[config.mk]
export PLATFORM = sky130hd
export DESIGN_NAME = smc_ctrl
export DESIGN_NICKNAME = d
export VERILOG_FILES = /design/src/smc_pkg.sv /design/src/smc_ctrl.sv
export VERILOG_INCLUDE_DIRS = /design/src
export SDC_FILE = /design/constraint.sdc
export NUM_CORES = 1
export LEC_CHECK = 0
export BUFFER_PORTS_ARGS = -buffer_cell sky130_fd_sc_hd__buf_4
export CAP_MARGIN = 20
export CORE_MARGIN = 5
export CORE_UTILIZATION = 54
export CTS_CLUSTER_DIAMETER = 80
export CTS_CLUSTER_SIZE = 8
export DETAILED_ROUTE_END_ITERATION = 10
export PLACE_DENSITY = 0.84
export SETUP_SLACK_MARGIN = 0.2
export SLEW_MARGIN = 10
export SYNTH_ARGS = -nofsm -noshare
export SYNTH_HDL_FRONTEND = slang
export SYNTH_SLANG_ARGS = --single-unit
[constraint.sdc]
create_clock -name CORE_CLK -period 6 [get_ports CORE_CLK]
set_input_delay 0.6 -clock CORE_CLK [delete_from_list [all_inputs] [get_ports CORE_CLK]]
set_output_delay 0.6 -clock CORE_CLK [all_outputs]
set_load 0.1 [all_outputs]
[src/smc_defs.svh]
// Offsets, field positions, reset values and vector length limits for the streaming mode controller.
`ifndef SMC_DEFS_SVH
`define SMC_DEFS_SVH
`define SMC_REG_CTRL      4'h0
`define SMC_REG_STATUS    4'h1
`define SMC_REG_LEGAL     4'h2
`define SMC_REG_VLEN      4'h3
`define SMC_REG_COUNTS    4'h4
`define SMC_REG_FP_STATUS_REGISTER_LO   4'h5
`define SMC_REG_FP_STATUS_REGISTER_HI   4'h6
`define SMC_REG_OPTION    4'h7
`define SMC_REG_ZEROCNT   4'h8
`define SMC_BIT_SM        0
`define SMC_BIT_ZA        1
`define SMC_FP_STATUS_REGISTER_RESET    64'h0000_0000_0800_009f
`define SMC_SVL_MIN       12'h080
`define SMC_SVL_MAX       12'h800
`define SMC_SVL_RESET     12'h100
`endif

[src/smc_pkg.sv]
// Types shared by the streaming mode controller.
package smc_pkg;
   typedef enum logic [2:0] {
      SMC_SEL_SM   = 3'h1,
      SMC_SEL_ZA   = 3'h2,
      SMC_SEL_BOTH = 3'h4
   } smc_sel_t;
   typedef enum logic [3:0] {
      SMC_CLS_SCALAR = 4'h0,
      SMC_CLS_SIMD   = 4'h1,
      SMC_CLS_VEC    = 4'h2,
      SMC_CLS_VECBAD = 4'h3,
      SMC_CLS_FFR    = 4'h4,
      SMC_CLS_STREAM = 4'h5,
      SMC_CLS_ZAVEC  = 4'h6,
      SMC_CLS_ZAOTH  = 4'h7,
      SMC_CLS_SVCR   = 4'h8
   } smc_cls_t;
   typedef struct packed {
      logic       valid;
      smc_cls_t   cls;
      logic       uses_regs;
   } smc_insn_t;
   typedef struct packed {
      logic       illegal;
      logic       streaming_bank;
      logic       ffr_visible;
   } smc_verdict_t;
endpackage : smc_pkg

[src/smc_ctrl.sv]
// Streaming mode and matrix storage enable control with legality checking.
`timescale 1ns/100ps
`default_nettype none
`include "smc_defs.svh"
module smc_ctrl #(
   parameter logic [11:0] SVL_BITS = `SMC_SVL_RESET,
   parameter logic [11:0] NS_VL    = 12'h080
) (
   input  wire  logic                  CORE_CLK,
   input  wire  logic                  RST,
   input  wire  logic                  CE,
   input  wire  logic [3:0]            ADDR,
   input  wire  logic [31:0]           WDATA,
   input  wire  logic                  WR,
   input  wire  logic                  RD,
   output logic [31:0]                 RDATA,
   input  wire  logic                  IMM_WR,
   input  wire  smc_pkg::smc_sel_t     IMM_SEL,
   input  wire  logic                  IMM_VAL,
   input  wire  smc_pkg::smc_insn_t    INSN,
   output smc_pkg::smc_verdict_t       VERDICT,
   output logic                        STREAMING,
   output logic                        STORAGE_EN,
   output logic                        CLR_VECTOR_REGS,
   output logic                        CLR_MATRIX,
   output logic [63:0]                 FP_STATUS,
   output logic [11:0]                 EFF_VL
);
   logic        sm;
   logic        za;
   logic        fa64;
   logic [63:0] fp_status_register;
   logic [7:0]  zero_cnt;
   logic [31:0] rd_q;

   wire w_ctrl = CE & WR & (ADDR == `SMC_REG_CTRL);
   wire w_opt  = CE & WR & (ADDR == `SMC_REG_OPTION);
   wire w_flo  = CE & WR & (ADDR == `SMC_REG_FP_STATUS_REGISTER_LO);
   wire w_fhi  = CE & WR & (ADDR == `SMC_REG_FP_STATUS_REGISTER_HI);
   wire imm_sm = CE & IMM_WR & (IMM_SEL != smc_pkg::SMC_SEL_ZA);
   wire imm_za = CE & IMM_WR & (IMM_SEL != smc_pkg::SMC_SEL_SM);

   wire next_sm = w_ctrl ? WDATA[`SMC_BIT_SM] : (imm_sm ? IMM_VAL : sm);
   wire next_za = w_ctrl ? WDATA[`SMC_BIT_ZA] : (imm_za ? IMM_VAL : za);
   wire sm_chg  = CE & (next_sm != sm);
   wire za_rise = CE & next_za & ~za;

   wire [11:0] streaming_vector_length = (SVL_BITS < `SMC_SVL_MIN) ? `SMC_SVL_MIN :
                     (SVL_BITS > `SMC_SVL_MAX) ? `SMC_SVL_MAX : SVL_BITS;
   wire [8:0]  svl_b = streaming_vector_length[11:3];
   wire [7:0]  svl_h = streaming_vector_length[11:4];
   wire [6:0]  svl_s = streaming_vector_length[11:5];
   wire [5:0]  svl_d = streaming_vector_length[11:6];
   wire [4:0]  svl_q = streaming_vector_length[11:7];
   wire [31:0] counts = {svl_b[7:0], svl_h, 1'b0, svl_s, 3'h0, svl_q};

   wire cls_scalar = INSN.cls == smc_pkg::SMC_CLS_SCALAR;
   wire cls_simd   = INSN.cls == smc_pkg::SMC_CLS_SIMD;
   wire cls_vecbad = INSN.cls == smc_pkg::SMC_CLS_VECBAD;
   wire cls_ffr    = INSN.cls == smc_pkg::SMC_CLS_FFR;
   wire cls_stream = INSN.cls == smc_pkg::SMC_CLS_STREAM;
   wire cls_zavec  = INSN.cls == smc_pkg::SMC_CLS_ZAVEC;
   wire cls_zaoth  = INSN.cls == smc_pkg::SMC_CLS_ZAOTH;
   wire ffr_vis    = ~sm | fa64;
   wire ill_sm     = ~fa64 & (cls_simd | cls_vecbad | cls_ffr);
   wire ill_ns     = cls_stream | cls_zaoth;
   wire ill_za     = ~za & (cls_zavec | cls_zaoth);
   wire illegal    = INSN.valid & ((sm ? ill_sm : ill_ns) | ill_za);
   wire next_zc    = sm_chg & ~zero_cnt[7];

   always_ff @(posedge CORE_CLK) begin
      if (RST) begin
         sm <= 1'b0;
         za <= 1'b0;
         fa64 <= 1'b0;
      end else if (CE) begin
         sm <= next_sm;
         za <= next_za;
         fa64 <= w_opt ? WDATA[0] : fa64;
      end
   end

   always_ff @(posedge CORE_CLK) begin
      if (RST) begin
         fp_status_register <= 64'h0;
      end else if (sm_chg) begin
         fp_status_register <= `SMC_FP_STATUS_REGISTER_RESET;
      end else if (w_flo) begin
         fp_status_register <= {fp_status_register[63:32], WDATA};
      end else if (w_fhi) begin
         fp_status_register <= {WDATA, fp_status_register[31:0]};
      end
   end

   always_ff @(posedge CORE_CLK) begin
      if (RST) begin
         zero_cnt <= 8'h0;
      end else if (next_zc) begin
         zero_cnt <= zero_cnt + 8'h01;
      end
   end

   wire [31:0] rd_mux =
      (ADDR == `SMC_REG_CTRL)    ? {30'h0, za, sm} :
      (ADDR == `SMC_REG_STATUS)  ? {29'h0, ffr_vis, za, sm} :
      (ADDR == `SMC_REG_LEGAL)   ? {29'h0, VERDICT} :
      (ADDR == `SMC_REG_VLEN)    ? {20'h0, streaming_vector_length} :
      (ADDR == `SMC_REG_COUNTS)  ? counts :
      (ADDR == `SMC_REG_FP_STATUS_REGISTER_LO) ? fp_status_register[31:0] :
      (ADDR == `SMC_REG_FP_STATUS_REGISTER_HI) ? fp_status_register[63:32] :
      (ADDR == `SMC_REG_OPTION)  ? {31'h0, fa64} :
      (ADDR == `SMC_REG_ZEROCNT) ? {24'h0, zero_cnt} : 32'h0;

   always_ff @(posedge CORE_CLK) begin
      if (RST) begin
         rd_q <= 32'h0;
      end else if (CE) begin
         rd_q <= RD ? rd_mux : 32'h0;
      end
   end

   always_ff @(posedge CORE_CLK) begin
      if (RST) begin
         VERDICT <= '0;
         STREAMING <= 1'b0;
         STORAGE_EN <= 1'b0;
         CLR_VECTOR_REGS <= 1'b0;
         CLR_MATRIX <= 1'b0;
         FP_STATUS <= 64'h0;
         EFF_VL <= 12'h0;
      end else if (CE) begin
         VERDICT <= '{illegal: illegal, streaming_bank: sm & INSN.uses_regs, ffr_visible: ffr_vis};
         STREAMING <= next_sm;
         STORAGE_EN <= next_za;
         CLR_VECTOR_REGS <= sm_chg;
         CLR_MATRIX <= za_rise;
         FP_STATUS <= sm_chg ? `SMC_FP_STATUS_REGISTER_RESET : fp_status_register;
         EFF_VL <= next_sm ? streaming_vector_length : NS_VL;
      end
   end

   assign RDATA = rd_q;

   a_fp_status_register_on_change: assert property (@(posedge CORE_CLK) disable iff (RST)
      sm_chg |=> fp_status_register == `SMC_FP_STATUS_REGISTER_RESET)
      else $error("fp status not reset on mode change");
   a_clear_vectors: assert property (@(posedge CORE_CLK) disable iff (RST)
      (CE && $changed(sm)) |-> CLR_VECTOR_REGS)
      else $error("vector clear missing on mode change");
   a_za_rise_clear: assert property (@(posedge CORE_CLK) disable iff (RST)
      (CE && $rose(za)) |-> CLR_MATRIX)
      else $error("matrix clear missing on enable");
   a_za_only_keeps: assert property (@(posedge CORE_CLK) disable iff (RST)
      (CE && $changed(za) && $stable(sm)) |-> !CLR_VECTOR_REGS)
      else $error("vector clear on enable change only");
   a_za_fall_quiet: assert property (@(posedge CORE_CLK) disable iff (RST)
      (CE && $fell(za)) |-> !CLR_MATRIX)
      else $error("matrix cleared on disable");
   a_stream_follows: assert property (@(posedge CORE_CLK) disable iff (RST)
      CE |=> STREAMING == sm)
      else $error("streaming output mismatch");
   a_za_illegal: assert property (@(posedge CORE_CLK) disable iff (RST)
      (CE && INSN.valid && !za && cls_zavec) |=> VERDICT.illegal)
      else $error("array access legal while disabled");
   a_ns_stream_ill: assert property (@(posedge CORE_CLK) disable iff (RST)
      (CE && INSN.valid && !sm && cls_stream) |=> VERDICT.illegal)
      else $error("streaming instruction legal outside mode");
   a_scalar_legal: assert property (@(posedge CORE_CLK) disable iff (RST)
      (CE && INSN.valid && cls_scalar) |=> !VERDICT.illegal)
      else $error("scalar instruction flagged illegal");
   a_vl_stream: assert property (@(posedge CORE_CLK) disable iff (RST)
      (CE && STREAMING) |-> EFF_VL == streaming_vector_length)
      else $error("effective length differs in streaming");
   c_enter: cover property (@(posedge CORE_CLK) disable iff (RST) CE && $rose(sm));
   c_exit: cover property (@(posedge CORE_CLK) disable iff (RST) CE && $fell(sm));
   c_za_on: cover property (@(posedge CORE_CLK) disable iff (RST) CE && $rose(za));
   c_ill: cover property (@(posedge CORE_CLK) disable iff (RST) VERDICT.illegal);
endmodule : smc_ctrl
`default_nettype wire

==> flow_summary.yaml <==
synthesis:
  yosysTopAreaCell: "dfxtp_1"
  ys_seq_area_frac: 0.5280
  synth_top_area_frac: 0.5280
  synth_enable_flop_cells: 0
  yosysUniqueCellTypes: 53
  avgSynthCellArea_sq_um: 8.819
  synth_most_common_cell: "dfxtp_1"
  synth_area_sq_mm: 0.006711
  ys.flop_type: "dfxtp_1"
  synth_async_sr_flop_share: 0
  synthTopCellsByCount: "dfxtp_1, nand2_1, a21oi_1"
  synth_warnings: 0
  synth-seq-cells: 177
  synth_area_leaders: "dfxtp_1, nand2_1, a22o_1, a21oi_1, clkbuf_1"
  synth_cells: 761
pwr:
  clock_power_share: 0.421
  p_switching_w: 0.0006462
  swShare: 0.2599
  power_frac_seq: 0.483
  power.leakage_nw: 3.304
  power_density_mw_per_mm2: 294.1
  internal_power_w: 0.001840
  power_frac_comb: 0.095
  worst_ir_drop_vdd_mv: 0.1805
final_layout:
  area_delta_synth_final_pct: 25.93
  final_net_count: 935
  n_fill_cell: 995
  num_antenna_cells: 0
  seqCellArea_sq_mm: 0.003543
  multi_input_area_sq_mm: 0.002844
  stdcell_area_sq_mm: 0.008452
  layout-drive-gt1-share: 0.2291
critical_path:
  reg2reg_slack_ns: 3.63
  end_kind: "register"
  critPathRequiredTime_ns: 6.27
  criticalPathCategory: "in -> reg"
  start_kind: "primary input"
  cp_max_fo: 22
  arrival_ns: 3.46
grt:
  grt_max_degree: 89
  grt_pass1_wl_um: 30050
  antenna_found_initial: 0
  grt_pass1_vias: 5692
  overflow: 0
  grt_usage: 0.2572
min_path:
  hp-class: "in -> reg"
sta:
  fin_worst_skew_ns: 0.005903
  final-hold-violation-count: 0
  timing.final.crit_period_ns: 3.187
  slew_headroom: 0.2714
  period_share: 0.5312
  maxSlewViolCount: 0
  worst_slew_pin_slew_ns: 1.088
  rsz0062_at_grt: "no"
  max_freq_mhz: 313.8
  setup_viol: 0
  setup_tns_ns: 0
floorplan:
  row_count: 40
  die_x_um: 121.5
  start_util: 0.5541
  die_h_um: 121.5
  dieArea_sq_mm: 0.01476
  ios: 167
  core_sq_mm: 0.01211
clock_tree:
  cts_buffers: 17
  path_clk_slew_ns: 0.06
  cts_setup_buffers: 0
  cts_resized: 0
  postCtsHoldBufs: 0
  clockBufferDepth: 2
  tritoncts: "built"
  clock_latency_ns: 0.43
  clkSinkCount: 177
  htree_levels: 4
  clockRootBuffer: "clkbuf_16"
placement:
  hpwlAfterDp_um: 13070
  gp_congestion: 0.9256
  place_area_sq_mm: 0.007844
  portBuffers: 156
route:
  ant_nets: 0
  post_drt_wl_per_cell_um: 18.22
  drt_iter0_markers: 604
  wirelength_um: 19370
  via_per_inst: 5.717
  drcViolationCount: 0
  first_pass_iters: 5
  vias: 6077
outcome:
  status: "complete, no violations"
job:
  drv_cap: 0
[power by group through the flow]
stage | Combinational [W] | Sequential [W] | Clock, W
3_5_place_dp | 0.000230 | 0.00123 | 0
2_1_floorplan | 0.000116 | 0.00128 | 0
6_report | 0.000237 | 0.00120 | 0.00105
5_1_grt | 0.000250 | 0.00120 | 0.00110
3_3_place_gp | 0.000228 | 0.00123 | 0
4_1_cts | 0.000231 | 0.00120 | 0.00106
[cells by family after synthesis]
group                      share of synthesized area
and+or+nand+nor                               0.1600
DFF                                           0.5280
other                                      0.0005587
adders and majority gates                   0.001864
buffers and inverters                        0.05611
xor gates and xnor gates                    0.003916
AOI/OAI and AO/OA                             0.2405
muxes                                       0.009135
[state kept, by name, indices dropped and copies added (netlist names)]
signal,cells
FP_STATUS,64
fp_status_register,64
RDATA,32
zero_cnt,8
VERDICT,3
EFF_VL,2
CLR_MATRIX,1
CLR_VECTOR_REGS,1
STORAGE_EN,1
fa64,1
[worst max-delay path, cell delays in order]
cell	delay, ns
buf_4	0.19
and3b_1	0.39
nor2b_2	0.94
nand3_1	0.70
buf_4	0.43
nand2_1	0.10
a21oi_1	0.08
[worst paths after layout]
path | startpoint | end | cells past startpoint
setup / recovery | ADDR[0] | fp_status_register[17] | 7
setup reg to reg | EFF_VL[8] | FP_STATUS[28] | 6
hold / removal | WDATA[22] | fp_status_register[22] | 3
hold reg to reg | RDATA[15] | RDATA[15] | 2
[per-layer routing]
layer  vias up  global-route usage  routed length [um]
met4         0             0.09104                 307
met2       264              0.3959                9070
met1      2898              0.3493                8474
met5         -                   0                   0
li1       2885                   -                   -
met3        30             0.06713                1519
[cells in the final DEF (no fill, tap or decap), types with 2 or more instances in the layout]
cell        netlist  routed
a21oi_1          85      85
a21o_1            2       2
a22o_1           58      58
or4_1             2       2
a22oi_1          21      21
inv_1             8       8
mux2i_1           5       5
nand2b_1          7       6
nand3b_1          2       2
clkinvlp_4        0       6
conb_1            1      10
dfxtp_1         177     177
o21ai_0          32      32
clkinv_2          0       4
nor2b_1           8       7
a211oi_1          9       9
nand3_1          10      10
a31oi_1           8       8
nor2_1           44      43
and3_1            3       3
buf_4            11     162
a32oi_1           2       2
nand2_1         164     164
clkbuf_8          0       2
nor3b_1           3       3
xnor2_1           3       3
o31ai_1           9       9
a32o_1            3       3
clkbuf_16         0      17
[cell type report]
cell class / instances / share of cell area
clock inverter: 13 / 0.01332
sequential: 177 / 0.4192
multi-input combinational: 514 / 0.3365
clock buffer: 19 / 0.05359
timing repair buffer: 164 / 0.1489
tap: 168 / 0.02487
inverter: 8 / 0.003553
[through the flow]
step / util / total power, W / instances / setup slack (ns) / hold WS [ns]
after floorplan: - / 0.001395 / 770 / 3.351 / 0.4439
after global placement: 0.6476 / 0.001455 / 1029 / 2.633 / 0.4389
after detailed placement: 0.6476 / 0.001457 / 1029 / 2.508 / 0.4441
after CTS: 0.6943 / 0.002491 / 1061 / 2.890 / 0.4153
after global routing: 0.6978 / 0.002557 / 1063 / 2.664 / 0.4231
final: 0.6978 / 0.002486 / 1063 / 2.813 / 0.4301
Note: power is estimated with default switching activity, not from simulation.
